==> config.mk <==
export PLATFORM = sky130hd
export DESIGN_NAME = rgbm_core
export DESIGN_NICKNAME = d
export VERILOG_FILES = /design/src/logic/rgbm_pkg.sv /design/src/logic/rgbm_cal_mem.sv /design/src/logic/rgbm_core.sv
export SDC_FILE = /design/constraint.sdc
export NUM_CORES = 2
export LEC_CHECK = 0
export BUFFER_PORTS_ARGS = -buffer_cell sky130_fd_sc_hd__buf_2
export CAP_MARGIN = 30
export CORE_AREA = 2 2 357 359
export CTS_BUF_LIST = sky130_fd_sc_hd__clkbuf_8
export DETAILED_ROUTE_END_ITERATION = 8
export DIE_AREA = 0 0 359 361
export PLACE_DENSITY = 0.8
export SYNTH_ARGS = -nofsm -noshare
export SYNTH_HDL_FRONTEND = slang
export SYNTH_SLANG_ARGS = --single-unit
==> constraint.sdc <==
create_clock -name core_clk -period 12 [get_ports core_clk]
set_input_delay 2.4 -clock core_clk [delete_from_list [all_inputs] [get_ports core_clk]]
set_output_delay 2.4 -clock core_clk [all_outputs]
set_load 0.01 [all_outputs]
==> src/logic/rgbm_pkg.sv <==
package rgbm_pkg;
    // Register offsets
    localparam logic [6:0] REG_CTRL    = 7'h00;
    localparam logic [6:0] REG_CUR_R   = 7'h01;
    localparam logic [6:0] REG_CUR_G   = 7'h02;
    localparam logic [6:0] REG_CUR_B   = 7'h03;
    localparam logic [6:0] REG_BRIGHT  = 7'h05;
    localparam logic [6:0] REG_GAIN_R  = 7'h0A;
    localparam logic [6:0] REG_GAIN_G  = 7'h0B;
    localparam logic [6:0] REG_GAIN_B  = 7'h0C;
    localparam logic [6:0] REG_ADC_HI  = 7'h0D;
    localparam logic [6:0] REG_ADC_LO  = 7'h0E;
    localparam logic [6:0] REG_CAL_IDX = 7'h10;
    localparam logic [6:0] REG_CAL_LO  = 7'h11;
    localparam logic [6:0] REG_CAL_HI  = 7'h12;
    // Control field positions
    localparam int CTRL_LED_EN_BIT  = 0;
    localparam int CTRL_COMP_SEL_BIT = 1;
    localparam int CTRL_SA_INH_BIT  = 2;
    localparam int CTRL_AUTO_BIT    = 3;
    localparam int CTRL_SEQ_LSB     = 6;
    localparam int BRIGHT_LVL_W     = 3;
    // Reset values
    localparam logic [7:0] CTRL_RST   = 8'h00;
    localparam logic [7:0] BRIGHT_RST = 8'h07;
    localparam logic [7:0] GAIN_RST   = 8'h80;
    localparam logic [7:0] CUR_RST    = 8'h00;
    // Gain 0x80 is unity, so full scale is just under 2
    localparam int GAIN_SHIFT = 7;
    // Calibration memory layout
    localparam int         PWM_W        = 12;
    localparam int         CAL_AW       = 6;
    localparam int         CAL_POINTS   = 11;
    localparam int         CAL_CUR_BASE = 33;
    localparam logic [5:0] CAL_OFS_ADDR = 6'h24;
    localparam logic [5:0] CAL_SH_ADDR  = 6'h25;
    localparam logic [12:0] POS_MAX     = 13'h0A00;
    localparam logic [3:0] FADE_MAX     = 4'h8;
    // Timing
    localparam int CLK_FREQ_KHZ  = 10000;
    localparam int FADE_STEP_US  = 1000;
    localparam int FADE_STEP_CYC = FADE_STEP_US * CLK_FREQ_KHZ / 1000;

    typedef enum logic [1:0] {
        MODE_MANUAL = 2'b00,
        MODE_AUTO   = 2'b01,
        MODE_SEQ    = 2'b10
    } rgbm_mode_e;

    typedef enum logic [2:0] {
        ST_OFS  = 3'b000,
        ST_SH   = 3'b001,
        ST_POS  = 3'b010,
        ST_PA   = 3'b011,
        ST_PB   = 3'b100,
        ST_CUR  = 3'b101,
        ST_CALC = 3'b110
    } rgbm_state_e;
endpackage

==> src/logic/rgbm_cal_mem.sv <==
`timescale 1ns/1ps
module rgbm_cal_mem #(
    parameter int DW = 12,
    parameter int AW = 6
) (
    input  wire logic          core_clk,
    input  wire logic          clk_en,
    input  wire logic          wr_en,
    input  wire logic [AW-1:0] wr_addr,
    input  wire logic [DW-1:0] wr_data,
    input  wire logic [AW-1:0] rd_addr,
    output logic      [DW-1:0] rd_data
);
    logic [DW-1:0] mem [2**AW];

    always_ff @(posedge core_clk)
    begin
        if (clk_en && wr_en)
        begin
            mem[wr_addr] <= wr_data;
        end
    end

    always_ff @(posedge core_clk)
    begin
        if (clk_en)
        begin
            rd_data <= mem[rd_addr];
        end
    end
endmodule

==> src/logic/rgbm_core.sv <==
`timescale 1ns/1ps
module rgbm_core
    import rgbm_pkg::*;
#(
    parameter int FADE_CYC = rgbm_pkg::FADE_STEP_CYC
) (
    input  wire logic        core_clk,
    input  wire logic        reset,
    input  wire logic        clk_en,
    input  wire logic        spi_sck,
    input  wire logic        spi_ss_n,
    input  wire logic        spi_si,
    output logic             spi_so,
    input  wire logic        red_pwm_input,
    input  wire logic        green_pwm_input,
    input  wire logic        blue_pwm_input,
    input  wire logic        brightness_pwm_input,
    input  wire logic [11:0] sensor_one_input,
    input  wire logic [11:0] sensor_two_input,
    output logic      [2:0]  led_gate,
    output logic      [7:0]  red_current,
    output logic      [7:0]  green_current,
    output logic      [7:0]  blue_current
);
    import rgbm_pkg::*;

    logic [7:0]       ctrl_q;
    logic [7:0]       bright_q;
    logic [7:0]       gain_q [3];
    logic [7:0]       cur_q [3];
    logic [5:0]       cal_idx_q;
    logic [7:0]       cal_lo_q;
    logic             sck_prev_q;
    logic [4:0]       bit_cnt_q;
    logic [6:0]       sh_q;
    logic [6:0]       addr_q;
    logic [7:0]       rd_sh_q;
    logic             rd_flag_q;
    logic             sck_rise;
    logic             sck_fall;
    logic             wr_stb;
    logic [7:0]       wr_data;
    logic [6:0]       rd_addr;
    logic [7:0]       rd_val;
    logic [11:0]      adc_sel;
    rgbm_mode_e       mode;
    logic             standalone;
    logic [2:0]       ext_pwm;
    logic [PWM_W-1:0] pwm_cnt_q;
    logic [PWM_W-1:0] duty_q [3];
    logic [PWM_W-1:0] lut_pwm_q [3];
    logic [7:0]       lut_cur_q [3];
    logic [7:0]       cur_out_q [3];
    logic [2:0]       seq_left_q [3];
    logic [2:0]       ext_rise;

    assign ext_pwm = {blue_pwm_input, green_pwm_input, red_pwm_input};

    // Mode decode; auto bit clear always means manual
    always_comb
    begin
        if (!ctrl_q[CTRL_AUTO_BIT])
        begin
            mode = MODE_MANUAL;
        end
        else if (ctrl_q[CTRL_SEQ_LSB+:2] == 2'b00)
        begin
            mode = MODE_AUTO;
        end
        else
        begin
            mode = MODE_SEQ;
        end
    end

    // Registers at default with inhibit clear: brightness pin runs auto drive
    assign standalone = !ctrl_q[CTRL_SA_INH_BIT];
    assign adc_sel    = ctrl_q[CTRL_COMP_SEL_BIT] ? sensor_two_input
                                                  : sensor_one_input;

    // Serial port: first byte is {read, addr[6:0]}, second byte is data
    assign sck_rise = spi_sck && !sck_prev_q;
    assign sck_fall = !spi_sck && sck_prev_q;
    assign wr_stb   = !spi_ss_n && sck_rise && (bit_cnt_q == 5'd15) && !rd_flag_q;
    assign wr_data  = {sh_q, spi_si};
    assign rd_addr  = {sh_q[5:0], spi_si};

    always_comb
    begin
        unique case (rd_addr)
            REG_CTRL:    rd_val = ctrl_q;
            REG_CUR_R:   rd_val = cur_q[0];
            REG_CUR_G:   rd_val = cur_q[1];
            REG_CUR_B:   rd_val = cur_q[2];
            REG_BRIGHT:  rd_val = bright_q;
            REG_GAIN_R:  rd_val = gain_q[0];
            REG_GAIN_G:  rd_val = gain_q[1];
            REG_GAIN_B:  rd_val = gain_q[2];
            REG_ADC_HI:  rd_val = {4'h0, adc_sel[11:8]};
            REG_ADC_LO:  rd_val = adc_sel[7:0];
            REG_CAL_IDX: rd_val = {2'h0, cal_idx_q};
            REG_CAL_LO:  rd_val = cal_lo_q;
            default:     rd_val = 8'h00;
        endcase
    end

    always_ff @(posedge core_clk)
    begin
        if (reset)
        begin
            sck_prev_q <= 1'b0;
            bit_cnt_q  <= 5'h00;
            sh_q       <= 7'h00;
            addr_q     <= 7'h00;
            rd_sh_q    <= 8'h00;
            rd_flag_q  <= 1'b0;
            spi_so     <= 1'b0;
        end
        else if (clk_en)
        begin
            sck_prev_q <= spi_sck;
            if (spi_ss_n)
            begin
                bit_cnt_q <= 5'h00;
                rd_sh_q   <= 8'h00;
                rd_flag_q <= 1'b0;
            end
            else if (sck_rise)
            begin
                sh_q      <= {sh_q[5:0], spi_si};
                bit_cnt_q <= bit_cnt_q + 5'h01;
                if (bit_cnt_q == 5'd7)
                begin
                    addr_q  <= rd_addr;
                    rd_sh_q   <= sh_q[6] ? rd_val : 8'h00;
                    rd_flag_q <= sh_q[6];
                end
            end
            else if (sck_fall && bit_cnt_q >= 5'd8)
            begin
                spi_so  <= rd_sh_q[7];
                rd_sh_q <= {rd_sh_q[6:0], 1'b0};
            end
        end
    end

    always_ff @(posedge core_clk)
    begin
        if (reset)
        begin
            ctrl_q    <= CTRL_RST;
            bright_q  <= BRIGHT_RST;
            gain_q    <= '{GAIN_RST, GAIN_RST, GAIN_RST};
            cur_q     <= '{CUR_RST, CUR_RST, CUR_RST};
            cal_idx_q <= 6'h00;
            cal_lo_q  <= 8'h00;
        end
        else if (clk_en && wr_stb)
        begin
            unique case (addr_q)
                REG_CTRL:    ctrl_q    <= wr_data;
                REG_CUR_R:   cur_q[0]  <= wr_data;
                REG_CUR_G:   cur_q[1]  <= wr_data;
                REG_CUR_B:   cur_q[2]  <= wr_data;
                REG_BRIGHT:  bright_q  <= wr_data;
                REG_GAIN_R:  gain_q[0] <= wr_data;
                REG_GAIN_G:  gain_q[1] <= wr_data;
                REG_GAIN_B:  gain_q[2] <= wr_data;
                REG_CAL_IDX: cal_idx_q <= wr_data[5:0];
                REG_CAL_LO:  cal_lo_q  <= wr_data;
                default:     ;
            endcase
        end
    end

    // Calibration lookup
    rgbm_state_e      st_q;
    logic [1:0]       col_q;
    logic [PWM_W-1:0] ofs_q;
    logic [PWM_W-1:0] sh_heat_q;
    logic [PWM_W-1:0] pa_q;
    logic [3:0]       pt_q;
    logic [7:0]       frac_q;
    logic [5:0]       mem_addr;
    logic [PWM_W-1:0] mem_data;
    logic [3:0]       pt_b;
    logic [12:0]      raw;
    logic [23:0]      heat;
    logic [12:0]      pos;
    logic signed [21:0] prod;
    logic signed [13:0] interp;
    logic [19:0]      gained;

    assign pt_b = (pt_q == 4'(CAL_POINTS - 1)) ? pt_q : pt_q + 4'h1;

    always_comb
    begin
        unique case (st_q)
            ST_OFS:  mem_addr = CAL_OFS_ADDR;
            ST_SH:   mem_addr = CAL_SH_ADDR;
            ST_PA:   mem_addr = 6'(col_q * CAL_POINTS + pos[11:8]);
            ST_PB:   mem_addr = 6'(col_q * CAL_POINTS + pt_b);
            ST_CUR:  mem_addr = 6'(CAL_CUR_BASE + col_q);
            default: mem_addr = CAL_OFS_ADDR;
        endcase
    end

    rgbm_cal_mem #(.DW(PWM_W), .AW(CAL_AW)) u_cal (
        .core_clk (core_clk),
        .clk_en   (clk_en),
        .wr_en    (wr_stb && addr_q == REG_CAL_HI),
        .wr_addr  (cal_idx_q),
        .wr_data  ({wr_data[3:0], cal_lo_q}),
        .rd_addr  (mem_addr),
        .rd_data  (mem_data)
    );

    always_comb
    begin
        raw    = {1'b0, adc_sel} - {1'b0, ofs_q};
        // No stored self-heating gives no offset, whatever the duty
        heat   = (sh_heat_q == '0) ? 24'h000000 : sh_heat_q * duty_q[0];
        pos    = (raw[12] ? 13'h0000 : raw) + {1'b0, heat[23:12]};
        if (pos > POS_MAX)
        begin
            pos = POS_MAX;
        end
        prod   = ($signed({1'b0, mem_data}) - $signed({1'b0, pa_q}))
                 * $signed({1'b0, frac_q});
        interp = $signed({2'b00, pa_q}) + 14'(prod >>> 8);
        gained = interp[11:0] * gain_q[col_q];
    end

    always_ff @(posedge core_clk)
    begin
        if (reset)
        begin
            st_q      <= ST_OFS;
            col_q     <= 2'h0;
            ofs_q     <= '0;
            sh_heat_q <= '0;
            pa_q      <= '0;
            pt_q      <= 4'h0;
            frac_q    <= 8'h00;
            lut_pwm_q <= '{'0, '0, '0};
            lut_cur_q <= '{8'h00, 8'h00, 8'h00};
        end
        else if (clk_en)
        begin
            unique case (st_q)
                ST_OFS:  st_q <= ST_SH;
                ST_SH:
                begin
                    ofs_q <= mem_data;
                    st_q  <= ST_POS;
                end
                ST_POS:
                begin
                    sh_heat_q <= mem_data;
                    st_q      <= ST_PA;
                end
                ST_PA:
                begin
                    pt_q   <= pos[11:8];
                    frac_q <= pos[7:0];
                    st_q   <= ST_PB;
                end
                ST_PB:
                begin
                    pa_q <= mem_data;
                    st_q <= ST_CUR;
                end
                ST_CUR:
                begin
                    // Point b is on the memory output now
                    lut_pwm_q[col_q] <= (gained[19:GAIN_SHIFT] > 13'h0FFF) ? 12'hFFF
                                        : gained[GAIN_SHIFT+:PWM_W];
                    st_q             <= ST_CALC;
                end
                ST_CALC:
                begin
                    lut_cur_q[col_q] <= mem_data[7:0];
                    col_q <= (col_q == 2'h2) ? 2'h0 : col_q + 2'h1;
                    st_q  <= (col_q == 2'h2) ? ST_OFS : ST_PA;
                end
                default: st_q <= ST_OFS;
            endcase
        end
    end

    // Point a is addressed from the live position, point b from the stored one
    // Common fade level: 0 is off, 8 is full scale
    logic [3:0]  fade_lvl_q;
    logic [3:0]  fade_tgt;
    logic [31:0] fade_cnt_q;

    assign fade_tgt = ctrl_q[CTRL_LED_EN_BIT]
                      ? {1'b0, bright_q[BRIGHT_LVL_W-1:0]} + 4'h1 : 4'h0;

    always_ff @(posedge core_clk)
    begin
        if (reset)
        begin
            fade_lvl_q <= 4'h0;
            fade_cnt_q <= '0;
        end
        else if (clk_en)
        begin
            if (fade_cnt_q >= 32'(FADE_CYC - 1))
            begin
                fade_cnt_q <= '0;
                if (fade_lvl_q < fade_tgt)
                begin
                    fade_lvl_q <= fade_lvl_q + 4'h1;
                end
                else if (fade_lvl_q > fade_tgt)
                begin
                    fade_lvl_q <= fade_lvl_q - 4'h1;
                end
            end
            else
            begin
                fade_cnt_q <= fade_cnt_q + 32'h1;
            end
        end
    end

    always_ff @(posedge core_clk)
    begin
        if (reset)
        begin
            pwm_cnt_q <= '0;
        end
        else if (clk_en)
        begin
            pwm_cnt_q <= pwm_cnt_q + 1'b1;
        end
    end

    genvar c;
    generate
        for (c = 0; c < 3; c++)
        begin : g_col
            logic             ext_prev_q;
            logic [PWM_W-1:0] chan_cnt_q;
            logic             on;

            assign ext_rise[c] = ext_pwm[c] && !ext_prev_q;

            always_comb
            begin
                unique case (standalone ? MODE_AUTO : mode)
                    MODE_AUTO: on = pwm_cnt_q < duty_q[c];
                    MODE_SEQ:  on = seq_left_q[c] != 3'h0 && chan_cnt_q < duty_q[c];
                    default:   on = ext_pwm[c];
                endcase
            end

            always_ff @(posedge core_clk)
            begin
                if (reset)
                begin
                    // Idle pin level is high, so no false edge after reset
                    ext_prev_q    <= 1'b1;
                    chan_cnt_q    <= '0;
                    seq_left_q[c] <= 3'h0;
                end
                else if (clk_en)
                begin
                    ext_prev_q <= ext_pwm[c];
                    if (mode == MODE_SEQ && ext_rise[c])
                    begin
                        seq_left_q[c] <= {1'b0, ctrl_q[CTRL_SEQ_LSB+:2]} + 3'h1;
                        chan_cnt_q    <= '0;
                    end
                    else if (mode == MODE_SEQ && seq_left_q[c] != 3'h0)
                    begin
                        chan_cnt_q <= chan_cnt_q + 1'b1;
                        if (&chan_cnt_q)
                        begin
                            seq_left_q[c] <= seq_left_q[c] - 3'h1;
                        end
                    end
                    else
                    begin
                        seq_left_q[c] <= 3'h0;
                    end
                end
            end

            always_ff @(posedge core_clk)
            begin
                if (reset)
                begin
                    duty_q[c]    <= '0;
                    led_gate[c]  <= 1'b0;
                    cur_out_q[c] <= 8'h00;
                end
                else if (clk_en)
                begin
                    // Same shift on every colour keeps the colour ratio
                    duty_q[c] <= (fade_lvl_q == 4'h0) ? '0
                                 : lut_pwm_q[c] >> (FADE_MAX - fade_lvl_q);
                    led_gate[c] <= on && (!standalone || brightness_pwm_input);
                    cur_out_q[c] <= (mode == MODE_MANUAL && !standalone)
                                    ? cur_q[c] : lut_cur_q[c];
                end
            end
        end
    endgenerate

    assign red_current   = cur_out_q[0];
    assign green_current = cur_out_q[1];
    assign blue_current  = cur_out_q[2];

    logic manual_eff;
    assign manual_eff = mode == MODE_MANUAL && !standalone;
endmodule

==> out/results.ini <==
[synthesis]
synthTopCellsByArea=edfxtp_1 (41%), dfxtp_1 (9.9%), fa_1 (7.7%)
postSynthAreaPerCell_um2=10.6
seq_area_frac_synth_pct=50.7
synth_edf_count=849
synth_cell_type_count=80
ys.flop_type=edfxtp_1
synth_nets=6488
ys_async_sr_fraction_pct=0
yosys_warnings=0
synth_top_area_share_pct=40.7
ys_ff_latch=1160
synth_area_mm2=0.0626
syn_inst=5931
yosys.area.top_type=edfxtp_1

[finish]
fin_nets=6641
final_common_cell=nand2_1
fill_cells=10200
drive_above_1_share_pct=10.5
synthToLayoutAreaGrowth_pct=11.1
finalInstanceArea_mm2=0.0695
layoutNonFillerInstCount=7871
layout_common_cells=nand2_1 (1038), edfxtp_1 (849), nor2_1 (491)

[global_route]
grt_pass1_wl_um=254000
grt_use_total_pct=24.6
grt_start_max_net_pins=98
overflow=0
grt_pass1_vias=46100
antenna_found_initial=9

[min_path]
hold_path.class=flop to flop

[drt]
wl_per_cell_um=20.8
finalWirelength_um=163000
viasPerCell=5.92
route.detailed.drc=0
vias=46600
drtIter0Drc=4800
antenna_left=0
first_pass_iters=8

[critical_path]
crit_path_max_incr_delay_ns=0.71
cpMaxStageDelayCell=fa_2
crit_top_cell=o21ai_0
r2r_setup_slack_ns=0.47
worstSetupPathType=flop to flop
crit_arrival_ns=12.21
critPathRequiredTime_ns=12.67
cp-end-kind=flop
cp_max_fo=51
start_kind=flop

[placed_design]
place_inst=7533
placed_cell_area_mm2=0.0658
gp_congestion=0.905
port_buffers=61
dpl.hpwl_um=110000

[clock_tree]
path_clk_slew_ns=0.07
clockBufferDepth=3
insertion_delay_ns=0.90
clock-sinks=1160
root_buffer=clkbuf_8
cts_tree=yes
h-tree-depth=4
cts_buffers=174
postCtsHoldBufs=0

[floorplan]
fp.dieH_um=361
num_io_pins=62
core_mm2=0.125
die_width_um=359
fp-row-count=130
die_area_mm2=0.130
start_util_pct=49.9

[sta]
min_period_over_period_pct=96.1
slew_headroom_pct=33.1
skew_ns=0.0432
layout_min_cycle_time_ns=11.53
setup_tns_ns=0
final_hold_viol_count=0
max_freq_ghz=0.0867
tightest_slew_ns=1.00
setup_viol=0
maxSlewViolCount=0

[run]
cap_violations=0

[power_and_ir_drop]
p_leak_uw=0.0273
powerDensity_mw_per_mm2=114
vdd.ir_drop.worst_uv=154

[status]
status=completed

[critical path: cells and delay by family (launching register included)]
family                   cells  cell delay (ns)
XOR/XNOR                     2             0.58
AO/OA/AOI/OAI               11             2.29
flip-flops                   1             0.57
buffers and inverters        4             0.80
AND/OR/NAND/NOR             13             2.67
multiplexers                 1             0.16
adder cells (fa/ha/maj)      9             4.23
[routing by layer]
metal,GRT usage (%),share of wire (%),vias up
met5,0,0.015,-
met4,11.4,4.6,4
met3,4.36,8.5,468
met2,41.9,49,2310
met1,30.6,38,22600
li1,-,-,21200
[power breakdown]
part | internal [uW] | total, uW | leakage, uW | switching (uW)
combinational | 175 | 507 | 0.0138 | 332
sequential | 4280 | 4300 | 0.0116 | 24.4
clock | 1550 | 3110 | 0.00193 | 1560
[through the flow]
stage          power (uW)  utilization, %  worst slack (ns)  hold slack, ns
3_5_place_dp         4870            52.5            -0.108           0.447
2_1_floorplan        4690               -             0.677           0.436
4_1_cts              7930            55.1          0.000393           0.456
3_3_place_gp         4850            52.0             0.142           0.442
5_1_grt              8150            55.4            -0.114           0.469
6_report             7920            55.4             0.469           0.455
[cells in the mapped netlist (68+ instances only)]
| cell type | instances |
|---|---|
| clkbuf_1 | 251 |
| xor2_1 | 75 |
| and2_1 | 210 |
| fa_1 | 242 |
| nor2_1 | 494 |
| nor3_1 | 104 |
| a21oi_1 | 287 |
| edfxtp_1 | 849 |
| nand3_1 | 184 |
| nand2_1 | 1038 |
| a311oi_1 | 180 |
| o21ai_0 | 88 |
| and3_1 | 78 |
| dfxtp_1 | 311 |
| xnor2_1 | 68 |
| inv_1 | 376 |
| mux2i_1 | 90 |
| a211oi_1 | 178 |
| ha_1 | 281 |
[timing repair]
action                                  4_1_cts  5_1_grt
resized for setup                             2       51
endpoints found under the setup margin       31       47
cloned                                        0        2
buffers inserted                              1       17
pin swaps                                     0       18
[state kept, by name, summed over array words and instances, names as in the netlist, 24 cells and up]
signal and cells:
gain_q 24, duty_q 36, cur_q 24, lut_cur_q 24
cur_out_q 24, fade_cnt_q 32, u_cal.mem 768, g_col.chan_cnt_q 36
lut_pwm_q 36
[worst paths after layout]
| path | cells past startpoint | to | startpoint |
|---|---|---|---|
| worst max-delay path | 40 | u_cal.rd_data[1]$_DFFE_PP_ | duty_q[0][3]$_SDFFCE_PP0P_ |
| worst min-delay path | 2 | lut_cur_q[8]$_SDFFE_PP0P_ | lut_cur_q[8]$_SDFFE_PP0P_ |
| worst max register to register | 40 | u_cal.rd_data[1]$_DFFE_PP_ | duty_q[0][3]$_SDFFCE_PP0P_ |
| worst min register to register | 2 | lut_cur_q[8]$_SDFFE_PP0P_ | lut_cur_q[8]$_SDFFE_PP0P_ |
[logic make-up (layout without fill, tap and decap cells)]
| group | Yosys count | in the layout | synth area share [%] |
|---|---|---|---|
| other | 0 | 2 | 0 |
| DFF | 1160 | 1160 | 50.7 |
| buffers and inverters | 707 | 993 | 4.34 |
| muxes | 132 | 132 | 2.63 |
| xor gates and xnor gates | 146 | 147 | 2.09 |
| and+or+nand+nor | 2322 | 2322 | 16.6 |
| AOI/OAI and AO/OA | 941 | 942 | 10.3 |
| adders and majority gates | 523 | 523 | 13.4 |
[area by class of cell]
class	instances	area (um^2)	share of cell area (%)
antenna	2	5.00	0.00720
clock buffer	186	2560	3.68
clock inverter	125	727	1.05
inverter	378	1420	2.04
multi-input combinational	4066	28500	40.9
sequential	1160	31700	45.7
tap	1650	2060	2.97
timing repair buffer	304	2550	3.67
Note: power is estimated with default switching activity, not from simulation.
